===== src/hhpsc_pkg.sv =====
// Package: power state codes, state record and reset constants for the hub power control
`default_nettype none
package hhpsc_pkg;
	// Requested power state code on the state input
	localparam logic [3:0] PS_C0                     = 4'h0;
	localparam logic [3:0] PS_C1                     = 4'h1;
	localparam logic [3:0] PS_C2                     = 4'h2;
	localparam logic [3:0] PS_C3                     = 4'h3;
	localparam logic [3:0] PS_C4                     = 4'h4;
	localparam logic [3:0] PS_MOBILE_POWERED_SUSPEND = 4'h5;
	localparam logic [3:0] PS_S2                     = 4'h6;
	localparam logic [3:0] PS_S3                     = 4'h7;
	localparam logic [3:0] PS_S4                     = 4'h8;
	localparam logic [3:0] PS_S5                     = 4'h9;

	typedef enum logic [5:0] {
		ST_RUN    = 6'h01,
		ST_GRANT  = 6'h02,
		ST_DEEP   = 6'h04,
		ST_RATIO  = 6'h08,
		ST_SUSP   = 6'h10,
		ST_MEMRET = 6'h20
	} hhpsc_state_type;

	localparam logic RATIO_MAX        = 1'b0;
	localparam logic RATIO_BATTERY    = 1'b1;
	// Mains copy starts high, so mains absent at release queues a ratio change
	localparam logic MAINS_SEEN_RESET = 1'b1;

	typedef struct packed {
		logic snoop_enable;
		logic clock_gate;
		logic host_clock_run;
		logic self_refresh;
		logic ratio_step;
		logic ratio_mode;
		logic memory_retain;
	} hhpsc_ctrl_type;

	typedef struct packed {
		hhpsc_state_type state;
		logic            mains_seen;
		logic            ratio_pending;
		hhpsc_ctrl_type  ctrl;
	} hhpsc_regs_type;

	localparam hhpsc_ctrl_type CTRL_RESET = '{
		snoop_enable:   1'b1,
		clock_gate:     1'b0,
		host_clock_run: 1'b1,
		self_refresh:   1'b0,
		ratio_step:     1'b0,
		ratio_mode:     1'b0,
		memory_retain:  1'b0
	};
endpackage
`default_nettype wire


===== src/hhpsc_ctrl.sv =====
// Hub power state control: snoop enable, clock gating, host clock, self refresh, ratio change
//
// Functional notes
// [RL1] Outside controller asserts stop-clock for C2, deasserts it in C0.
// [RL2] Snoops stay enabled in C0, C1 and C2.
// [RL3] Outside agents issue only special cycles during C3.
// [RL4] No snoops are sent while in C3.
// [RL5] C4 handled identically to C3, with no C4-specific behaviour.
// [RL6] Core ratio change happens only while processor clock stopped in C3.
// [RL7] Ratio change starts only on mains attach or removal, max or battery.
// [RL8] S2 is not supported; a request for it is ignored. Code holds RUN, SUSP and MEMRET but drops GRANT and DEEP to RUN.
// [RL9] In C2 clock gating is applied, including during snoop activity.
// [RL10] In suspend-to-memory memory contents are retained for resume.
// [RL11] C3/C4 keep host clock, memory self refresh; sleep states stop host clock.
`default_nettype none
module hhpsc_ctrl (
	input  wire logic       i_ref_clk,
	input  wire logic       i_rstn,
	input  wire logic       i_clk_en,
	input  wire logic [3:0] i_power_state,
	input  wire logic       i_stop_clock_request,
	input  wire logic       i_mains_present,
	output logic            o_snoop_enable,
	output logic            o_clock_gate,
	output logic            o_hub_host_clock_run,
	output logic            o_self_refresh,
	output logic            o_ratio_step,
	output logic            o_ratio_mode,
	output logic            o_memory_retain,
	output logic [5:0]      o_state
);
	hhpsc_pkg::hhpsc_regs_type r;
	hhpsc_pkg::hhpsc_regs_type next_r;
	logic                      deep_req;
	logic                      grant_req;
	logic                      sleep_req;

	always_comb begin
		// C4 folds into the same request as C3; no separate path exists
		deep_req  = (i_power_state == hhpsc_pkg::PS_C3) ||
			(i_power_state == hhpsc_pkg::PS_C4); // see [RL5]
		grant_req = (i_power_state == hhpsc_pkg::PS_C2) || i_stop_clock_request; // see [RL1]
		// S2 decodes to no request: RUN, SUSP and MEMRET hold, while GRANT and DEEP drop back to RUN
		sleep_req = (i_power_state == hhpsc_pkg::PS_MOBILE_POWERED_SUSPEND) ||
			(i_power_state == hhpsc_pkg::PS_S3) ||
			(i_power_state == hhpsc_pkg::PS_S4) ||
			(i_power_state == hhpsc_pkg::PS_S5); // see [RL8]
		next_r = r;
		next_r.ctrl.ratio_step = 1'b0;
		// Mains edge latches a pending change until the clock is stopped
		if (i_mains_present != r.mains_seen) begin
			next_r.mains_seen    = i_mains_present;
			next_r.ratio_pending = 1'b1; // see [RL7]
		end
		case (r.state)
			hhpsc_pkg::ST_RUN: begin
				if (sleep_req) begin
					next_r.state = hhpsc_pkg::ST_SUSP;
				end else if (deep_req) begin
					next_r.state = hhpsc_pkg::ST_DEEP;
				end else if (grant_req) begin
					next_r.state = hhpsc_pkg::ST_GRANT;
				end
			end
			hhpsc_pkg::ST_GRANT: begin
				if (sleep_req) begin
					next_r.state = hhpsc_pkg::ST_SUSP;
				end else if (deep_req) begin
					next_r.state = hhpsc_pkg::ST_DEEP;
				end else if (!grant_req) begin
					next_r.state = hhpsc_pkg::ST_RUN;
				end
			end
			hhpsc_pkg::ST_DEEP: begin
				if (r.ratio_pending) begin
					next_r.state = hhpsc_pkg::ST_RATIO;
				end else if (sleep_req) begin
					next_r.state = hhpsc_pkg::ST_SUSP;
				end else if (!deep_req) begin
					next_r.state = hhpsc_pkg::ST_RUN;
				end
			end
			hhpsc_pkg::ST_RATIO: begin
				// One-cycle step while the processor clock is stopped
				next_r.ctrl.ratio_step = 1'b1; // see [RL6]
				next_r.ctrl.ratio_mode = r.mains_seen ? hhpsc_pkg::RATIO_MAX
					: hhpsc_pkg::RATIO_BATTERY; // see [RL7]
				// A mains edge in this very cycle must survive the clear
				if (i_mains_present == r.mains_seen) begin
					next_r.ratio_pending = 1'b0;
				end
				next_r.state           = hhpsc_pkg::ST_DEEP;
			end
			hhpsc_pkg::ST_SUSP: begin
				if (i_power_state == hhpsc_pkg::PS_S3) begin
					next_r.state = hhpsc_pkg::ST_MEMRET;
				end else if (i_power_state == hhpsc_pkg::PS_C0) begin
					next_r.state = hhpsc_pkg::ST_RUN;
				end
			end
			hhpsc_pkg::ST_MEMRET: begin
				if (i_power_state == hhpsc_pkg::PS_C0) begin
					next_r.state = hhpsc_pkg::ST_RUN;
				end
			end
			default: begin
				next_r.state = hhpsc_pkg::ST_RUN;
			end
		endcase
		// Outputs follow the next state so the ports stay flop-driven
		next_r.ctrl.snoop_enable = (next_r.state == hhpsc_pkg::ST_RUN) ||
			(next_r.state == hhpsc_pkg::ST_GRANT); // see [RL2] [RL4]
		next_r.ctrl.clock_gate = (next_r.state != hhpsc_pkg::ST_RUN); // see [RL9]
		next_r.ctrl.host_clock_run = (next_r.state == hhpsc_pkg::ST_RUN) ||
			(next_r.state == hhpsc_pkg::ST_GRANT) ||
			(next_r.state == hhpsc_pkg::ST_DEEP) ||
			(next_r.state == hhpsc_pkg::ST_RATIO); // see [RL11]
		next_r.ctrl.self_refresh = !((next_r.state == hhpsc_pkg::ST_RUN) ||
			(next_r.state == hhpsc_pkg::ST_GRANT)); // see [RL11]
		next_r.ctrl.memory_retain = (next_r.state == hhpsc_pkg::ST_MEMRET); // see [RL10]
	end

	always_ff @(posedge i_ref_clk or negedge i_rstn) begin
		if (!i_rstn) begin
			r.state         <= hhpsc_pkg::ST_RUN;
			r.mains_seen    <= hhpsc_pkg::MAINS_SEEN_RESET;
			r.ratio_pending <= 1'b0;
			r.ctrl          <= hhpsc_pkg::CTRL_RESET;
		end else if (i_clk_en) begin
			r <= next_r;
		end
	end

	always_comb begin
		o_snoop_enable       = r.ctrl.snoop_enable;
		o_clock_gate         = r.ctrl.clock_gate;
		o_hub_host_clock_run = r.ctrl.host_clock_run;
		o_self_refresh       = r.ctrl.self_refresh;
		o_ratio_step         = r.ctrl.ratio_step;
		o_ratio_mode         = r.ctrl.ratio_mode;
		o_memory_retain      = r.ctrl.memory_retain;
		o_state              = r.state;
	end
endmodule
`default_nettype wire


===== config.mk =====
export PLATFORM = sky130hd
export DESIGN_NAME = hhpsc_ctrl
export DESIGN_NICKNAME = d
export VERILOG_FILES = /design/src/hhpsc_pkg.sv /design/src/hhpsc_ctrl.sv
export SDC_FILE = /design/constraint.sdc
export NUM_CORES = 1
export LEC_CHECK = 0
export BUFFER_PORTS_ARGS = -buffer_cell sky130_fd_sc_hd__clkbuf_2
export CAP_MARGIN = 10
export CORE_UTILIZATION = 57
export DETAILED_ROUTE_END_ITERATION = 12
export PLACE_DENSITY = 0.82
export SETUP_SLACK_MARGIN = 0.2
export SYNTH_ARGS = -nofsm -noshare
export SYNTH_HDL_FRONTEND = slang
export SYNTH_SLANG_ARGS = --single-unit

===== constraint.sdc =====
create_clock -name i_ref_clk -period 2.7 [get_ports i_ref_clk]
set_clock_uncertainty 0.05 [all_clocks]
set_input_delay 0.54 -clock i_ref_clk [delete_from_list [all_inputs] [get_ports i_ref_clk]]
set_output_delay 0.54 -clock i_ref_clk [all_outputs]
set_load 0.01 [all_outputs]

======== Yosys cells after proc, flatten, opt, wreduce, memory -nomap -nowiden ========
Cells that the tools add are included.
W data, S select, Z words.
storage, ports and cells
  register bits ........................... 15
  input port bits ......................... 9
  output and inout port bits .............. 13
  logic and storage cells ................. 60
cells by class
  eq/ne operators ......................... 21
  muxes and demuxes ....................... 17
  reduce and logical (&&, ||, !) cells .... 12
operators by type and width
  operator              number
  $mux W6               11
  $pmux W6 S6           1
  $eq A4 B3 Y1 const B  3
  $eq A6 B1 Y1 const B  2
  $eq A6 B2 Y1 const B  2
  $eq A6 B3 Y1 const B  2
  $eq A6 B4 Y1 const B  2
  $eq A6 B6 Y1 const B  2
  $eq A4 B2 Y1 const B  2
  $eq A4 B4 Y1 const B  2
  $logic_or A1 B1 Y1    8
  $eq A6 B5 Y1 const B  1
  $ne A6 B1 Y1 const B  1
  $logic_not A4 Y1      1
  $mux W1               4
  $reduce_and A2 Y1     2
  $mux W2               1
  $eq A1 B1 Y1          1
  $logic_not A1 Y1      1
  $ne A1 B1 Y1          1

======== Longest topological paths before layout ========
Gate-level depths: netlist of the first run.
  word-level depth ........................ 11
  depth in mapped cells ................... 6
  gate-level depth less buffers ........... 5

======== Least setup slack after synthesis of the first run ========
No wires, ideal clock.
  kind .................................... input-to-reg
  start point ............................. input i_power_state[2]
  end point ............................... register r, in the netlist o_self_refresh
  setup time .............................. 0.067 ns
  data arrival time ....................... 1.734 ns
  required time ........................... 2.583 ns
  setup slack ............................. 0.848 ns
  stages .................................. 6
  buffers on the path ..................... 1
  cell sequence ........................... buf_2 > or3_1 > nor2_1 > a21oi_1 > o32ai_2 > a32o_1
between the ends
  cells in the longest elaborated chain, start to end .. 10
  elaborated cells on any way between the ends .. 29
  those cells by class .................... eq/ne (9); mux (12); reduce/logical (8)
RTL lines
  what                                          RTL line                                              source
  start, declared                               hhpsc_ctrl.sv:20                                      input wire logic [3:0] i_power_state,
  $eq A4 B3 Y1, on equally long branches        hhpsc_ctrl.sv:44, hhpsc_ctrl.sv:45, hhpsc_ctrl.sv:95
  $logic_or A1 B1 Y1                            hhpsc_ctrl.sv:44                                      sleep_req = (i_power_state == hhpsc_pkg::PS_MOBILE_POWERED_SUSPEND) ||
  $logic_or A1 B1 Y1                            hhpsc_ctrl.sv:45                                      (i_power_state == hhpsc_pkg::PS_S3) ||
  $logic_or A1 B1 Y1                            hhpsc_ctrl.sv:46                                      (i_power_state == hhpsc_pkg::PS_S4) ||
  $mux W6                                       hhpsc_ctrl.sv:77                                      end else if (sleep_req) begin
  $mux W6                                       hhpsc_ctrl.sv:75                                      if (r.ratio_pending) begin
  $pmux W6 S6 *                                 hhpsc_ctrl.sv:55                                      case (r.state)
  $eq A6 B1 Y1 or $eq A6 B2 Y1 (tied branches)  hhpsc_ctrl.sv:118, hhpsc_ctrl.sv:119
  $logic_or A1 B1 Y1 *                          hhpsc_ctrl.sv:118                                     next_r.ctrl.self_refresh = !((next_r.state == hhpsc_pkg::ST_RUN) ||
  $logic_not A1 Y1 *                            hhpsc_ctrl.sv:118
  end signal, assigned                          hhpsc_ctrl.sv:130                                     r <= next_r;
  end, declared                                 hhpsc_ctrl.sv:32                                      hhpsc_pkg::hhpsc_regs_type r;
Every way passes the cells marked *; elsewhere a longest branch is shown, timed or not.
A chain may end at the register's enable or synchronous reset.

======== Final worst setup path of the first run ========
  start point ............................. register r, in the netlist o_state[5]
  end point ............................... register r, in the netlist o_self_refresh
between the ends
  cells in the longest elaborated chain, start to end .. 7
  elaborated cells on any way between the ends .. 22
  those cells by class .................... eq/ne (8); mux (12); reduce/logical (2)
RTL lines
  what                                          RTL line
  $mux W6, on equally long branches             hhpsc_ctrl.sv:79, hhpsc_ctrl.sv:61, hhpsc_ctrl.sv:70
  $mux W6, on equally long branches             hhpsc_ctrl.sv:77, hhpsc_ctrl.sv:59, hhpsc_ctrl.sv:68
  $mux W6, on equally long branches             hhpsc_ctrl.sv:75, hhpsc_ctrl.sv:57, hhpsc_ctrl.sv:66
  $pmux W6 S6 *                                 hhpsc_ctrl.sv:55
  $eq A6 B1 Y1 or $eq A6 B2 Y1 (tied branches)  hhpsc_ctrl.sv:118, hhpsc_ctrl.sv:119
  $logic_or A1 B1 Y1 *                          hhpsc_ctrl.sv:118
  $logic_not A1 Y1 *                            hhpsc_ctrl.sv:118
Marked as above.

==> reports/metrics.yaml, run 1 <==
synth:
  syn_inst: 121
  yosys-top-cells-count: "nor2_1 (15), dfrtp_1 (11), nand2_1 (9), o21ai_0 (9)"
  syn_avg_cell_area_um2: 8.696
  synth_area_leaders: "dfrtp_1 (26%), dfstp_2 (10%), nor2_1 (5.4%)"
  ys_ff_latch: 15
  synth_ff_type: "dfrtp_1"
  syn_area_mm2: 0.001052
  synth_edf_count: 0
  yosysSeqAreaShare: 0.3615
  ys.warnings.count: 0
  synth_most_common_cell: "nor2_1"
  async_flop_share: 1.000
  ys_types: 46
  syn_nets: 130
  synthDominantCellAreaShare: 0.2616
  synth_area_leader_cell: "dfrtp_1"
clocking:
  cts_tree: "built"
  numCtsBuffers: 3
  post-cts-setup-buffers: 0
  worstSkewPairLatency_ns: 0.28
  cts_hold_buf: 0
  clkTransAtPathRegs_ns: 0.08
  cts-root-buf: "clkbuf_4"
  cts_sinks: 15
  cts_resized: 0
  cts_htree_levels: 1
  clockBufferDepth: 2
sta:
  hold_violations: 0
  tns_ns: 0
  setup_viol: 0
  worst_slew_pin_slew_ns: 0.4149
  fmax_mhz: 501.9
  rsz0062_at_grt: "no"
  fin_crit_ns: 1.993
  drv_slew: 0
  maxSlewHeadroom: 0.7209
  fin_crit_sh: 0.7380
cells_and_area:
  multi_input_area_um2: 580.6
  area_delta_synth_final_pct: 7.848
  instances_no_fill: 159
  n_antenna_cell: 0
  n_fill_cell: 172
  layout-drive-gt1-share: 0.2687
  seqCellArea_um2: 380.4
  nNetsFinal: 144
  final_area_mm2: 0.001135
pwr:
  power.leakage_nw: 0.4928
  clock_power_share: 0.195
  total_power_mw: 0.6326
  power_frac_comb: 0.303
  pwr-share-seq: 0.502
  netSwitchingFraction: 0.3474
  p_int_mw: 0.4128
  vdd_drop_max_mv: 0.4452
  switching_power_mw: 0.2198
  powerDensity_mw_per_mm2: 557.4
floorplanning:
  die_h_um: 44.97
  io_pins: 22
  rows: 15
  dieArea_mm2: 0.002022
  core_mm2: 0.001727
  die_w_um: 44.97
  start_util: 0.6094
placed_design:
  place_area_mm2: 0.001109
  dp_hpwl_um: 1646
  port_buffers: 21
  post-place-cells: 155
  gp_congestion: 0.8870
grt:
  grt_first_pass_wirelength_um: 3760
  grt_use_total: 0.2521
  grt_max_degree: 16
  grt_overflow: 0
  grt_pass1_vias: 870
  antenna_found_initial: 0
worst_setup_path:
  crit_fanout: 8
  start_kind: "flop"
  ff2ff_path_depth: 5
  crit_path_end_kind: "flop"
  timing.rr.start: "o_state[5]$_DFFE_PN0P_"
  rr_endpoint: "o_self_refresh$_DFFE_PN0P_"
  r2r_slack_ns: 0.71
  worst-setup-path-type: "flop to flop"
  crit_required_ns: 2.82
  cp_data_arrival_time_ns: 2.12
worst_hold_path:
  hold_class: "primary input to async pin"
drt:
  drc: 0
  drt_iter0_markers: 34
  drt_first_pass_iters: 4
  post_drt_wl_per_cell_um: 13.99
  vias: 947
  wl_um: 2224
  ant_nets: 0
  vias_per_cell: 5.956
flow_run:
  drv_cap: 0
status:
  outcome: "complete, no violations"
-- cell usage in the layout, fill, tap and decap left out, types with 2 or more instances in the layout --
master	instances
a21oi_1	6
and2_1	2
and3b_2	2
clkbuf_2	21
clkbuf_4	3
dfrtp_1	11
dfstp_2	4
inv_1	3
nand2_1	9
nand3_1	5
nand4b_1	2
nor2_1	15
nor2b_1	6
nor4_1	2
nor4b_1	2
o21ai_0	9
o2bb2ai_1	2
xor2_1	3
-- critical path, stage by stage (launching register included) --
cell	delay [ns]
dfrtp_1	0.48
or4_4	0.57
a211oi_2	0.16
a21boi_2	0.22
o32ai_2	0.13
a32o_1	0.28
-- per-layer routing --
metal,vias up,wire length (um),track usage
met2,39,1092,0.4029
met4,0,23,0.07879
met1,450,971,0.3316
met5,-,0,0
met3,4,136,0.06800
li1,454,-,-
-- registers in the layout, summed over array words and instances, names as in the netlist --
register and count:
o_state 6, o_ratio_mode 1, o_self_refresh 1, o_hub_host_clock_run 1, o_ratio_step 1, o_snoop_enable 1, o_clock_gate 1, r 2
o_memory_retain 1
-- power groups by stage --
stage                     clock, mW  combinational, mW  sequential, mW
after floorplan                   0              0.149           0.308
after global placement            0              0.185           0.316
after detailed placement          0              0.191           0.321
after CTS                     0.127              0.191           0.317
after global routing          0.139              0.214           0.321
final                         0.124              0.192           0.317
-- cells by family after synthesis --
group,synth area share
buffers and inverters,0.08679
AO/OA/AOI/OAI,0.2105
multiplexers,0.01070
AND/OR/NAND/NOR,0.2973
flip-flops,0.3615
XOR/XNOR,0.03330
-- area by class of cell --
cell class | instances | area share
well taps | 25 | 0.02756
repair buffers | 21 | 0.09261
flip-flops and latches | 15 | 0.3352
inverters | 3 | 0.009923
clock buffers | 4 | 0.02315
multi-input cells | 91 | 0.5116
-- metrics by stage --
stage	worst slack [ns]	util	hold WS [ns]
detailed placement	0.5892	0.6420	0.4179
global route	0.6288	0.6572	0.1217
finish	0.7074	0.6572	0.1054
CTS	0.7165	0.6572	0.1135
global placement	0.6600	0.6420	0.4069
floorplan	0.8483	-	0.1944
-- worst max-delay path by stage --
stage,depth (start not counted),endpoint,start
2_1_floorplan,6,o_self_refresh$_DFFE_PN0P_,i_power_state[2]
3_3_place_gp,6,o_self_refresh$_DFFE_PN0P_,i_power_state[2]
3_5_place_dp,6,o_hub_host_clock_run$_DFFE_PN1P_,i_power_state[2]
4_1_cts,5,o_self_refresh$_DFFE_PN0P_,o_state[5]$_DFFE_PN0P_
5_1_grt,5,o_self_refresh$_DFFE_PN0P_,o_state[2]$_DFFE_PN0P_
6_report,5,o_self_refresh$_DFFE_PN0P_,o_state[5]$_DFFE_PN0P_
Note: power is estimated with default switching activity, not from simulation.
==> inputs of run 2 (changes only) <==
CORE_UTILIZATION = 48   (was 57)
PLACE_DENSITY = 0.73   (was 0.82)
clock period = 1.8 ns   (was 2.7 ns; I/O delays follow)
==> run 2 against run 1 <==
  * The run now ends with negative setup slack left
  * First-iteration DRC count is 47% higher
  * Count of clock-buffer cells in the layout stayed put
  * Die area is 18% higher
  * Flip-flop and latch count stayed put
  * Power is 90% higher
  * Fmax is 5.2% higher
  * Cell count is 19% higher
  * Combinational power grew to 2.9 times the previous value
  * Via count is 16% higher
  * Critical endpoint unchanged
  * Largest cell class unchanged
  * Largest power group is now combinational logic
==> reports/metrics.yaml, run 2 (synthesized netlist as in run 1, its figures left out) <==
sta:
  setup_viol: 5
  fin_crit_sh: 1.052
  fmax_mhz: 528.1
  drv_slew: 0
  worst_slew_pin_slew_ns: 0.3758
  maxSlewHeadroom: 0.7460
  fin_crit_ns: 1.894
  rsz0062_at_grt: "yes"
  hold_ws_ns: 0.2955
  hold_violations: 0
  finalWorstSetupSlack_ns: -0.09357
pwr:
  clock_power_share: 0.155
  vdd_drop_max_mv: 0.7118
  power_frac_comb: 0.455
  powerDensity_mw_per_mm2: 782.4
  power.leakage_nw: 0.6761
  netSwitchingFraction: 0.3534
  pwr-share-seq: 0.390
  p_int_mw: 0.7786
  switching_power_mw: 0.4255
clocking:
  numCtsBuffers: 3
  clkTransAtPathRegs_ns: 0.08
  cts_sinks: 15
  clockBufferDepth: 2
  cts-root-buf: "clkbuf_4"
  cts_htree_levels: 1
  worstSkewPairLatency_ns: 0.28
  cts_tree: "built"
worst_setup_path:
  ff2ff_path_depth: 5
  start_kind: "flop"
  slowest_stage: "or4_4"
  crit_required_ns: 1.92
  max_stage_delay_ns: 0.55
  worst-setup-path-type: "flop to flop"
  crit_fanout: 4
  timing.rr.start: "o_state[5]$_DFFE_PN0P_"
  crit_chain: "or4_4 > a211oi_2 > a21boi_2 > o32ai_2 > a32o_1"
  critPathTopFamily: "compound AO/OA/AOI/OAI gates"
  cp_data_arrival_time_ns: 2.01
  crit_path_end_kind: "flop"
  cp.depth: 5
  worstSetupStartpoint: "o_state[5]$_DFFE_PN0P_"
  cp.buffers_inverters: 0
grt:
  grt_pass1_vias: 981
  grt_overflow: 0
  grt_max_degree: 16
  grt_first_pass_wirelength_um: 4340
  antenna_found_initial: 0
  grt_use_total: 0.2376
worst_hold_path:
  hp-start: "i_mains_present"
  worstHoldPathCells: 2
  hold_class: "primary input to flop"
placed_design:
  post-place-cells: 172
  port_buffers: 21
  gp_congestion: 0.9019
  dp_hpwl_um: 1907
drt:
  vias: 1101
  wl_um: 3056
  drt_first_pass_iters: 4
  ant_nets: 0
  post_drt_wl_per_cell_um: 16.08
  drt_iter0_markers: 50
  drc: 0
  vias_per_cell: 5.795
cells_and_area:
  nNetsFinal: 173
  n_fill_cell: 135
  n_antenna_cell: 0
  final_core_util: 0.7688
  area_delta_synth_final_pct: 46.25
  layout-drive-gt1-share: 0.5460
  final_cell_mix: "clkbuf_2 (19), buf_4 (19), nor2_1 (13)"
  largest_reg_flops: 6
  instances_no_fill: 190
status:
  outcome: "finished, violations left"
  violations: "negative setup slack"
floorplanning:
  start_util: 0.5256
  dieArea_mm2: 0.002383
  rows: 16
  core_mm2: 0.002002
  io_pins: 22
  die_h_um: 48.82
  die_w_um: 48.82
flow_run:
  drv_cap: 0
## run 2: changes by cell type in the layout (fill, tap and decap cells not counted), moves of 3 or more
cell and delta:
buf_4 +19, o21ai_1 +5, nand2_2 +4, o21ai_0 -6, dfrtp_2 +3, buf_6 +9
nand2_1 -4, dfrtp_1 -3
## run 2: path summary, 6_finish.rpt
| check | to | slack, ns |
|---|---|---|
| worst min-delay path | r[8]$_DFFE_PN1P_ | 0.30 |
| worst min register to register | o_hub_host_clock_run$_DFFE_PN1P_ | 0.45 |
| worst max-delay path | o_self_refresh$_DFFE_PN0P_ | -0.09 |
| max in group asynchronous | o_hub_host_clock_run$_DFFE_PN1P_ | 0.91 |
| min in group asynchronous | o_memory_retain$_DFFE_PN0P_ | 0.48 |
| worst max register to register | o_self_refresh$_DFFE_PN0P_ | -0.09 |
## run 2: power groups by stage
stage                     Sequential [mW]  Combinational, mW  Clock, mW
after floorplan                     0.462              0.227          0
after global placement              0.457              0.348          0
after detailed placement            0.463              0.356          0
after CTS                           0.462              0.408      0.190
after global routing                0.474              0.586      0.204
final                               0.470              0.548      0.187
## run 2: repair_timing
action,CTS,global route
endpoints found under the hold margin,11,0
pin swaps,4,14
setup buffers,4,9
endpoints found under the setup margin,9,14
hold buffers,1,0
gates resized for setup,12,36
## run 2: layout make-up
cell class              instances  area, um^2  share of cell area
clock buffers                   4       26.28             0.01707
inverters                       3       11.26            0.007317
multi-input cells              91       709.4              0.4610
flip-flops and latches         15       384.1              0.2496
well taps                      27       33.78             0.02195
repair buffers                 50       374.1              0.2431
## run 2: routing by layer
layer	track usage	vias up	wire, um
met5	0	-	0
met4	0.07353	0	67
met3	0.03115	8	168
met2	0.3889	51	1510
met1	0.3273	526	1310
li1	-	516	-
## run 2: metrics by stage
step	cell area, um^2	power [mW]	setup TNS (ns)	setup slack (ns)
final	1539	1.204	-0.2700	-0.09357
after global routing	1539	1.264	-0.6200	-0.1595
after CTS	1348	1.059	-0.07465	-0.07465
after detailed placement	1236	0.8185	-0.2247	-0.08870
after global placement	1236	0.8057	-0.07319	-0.04059
after floorplan	1055	0.6896	-0.02583	-0.02583
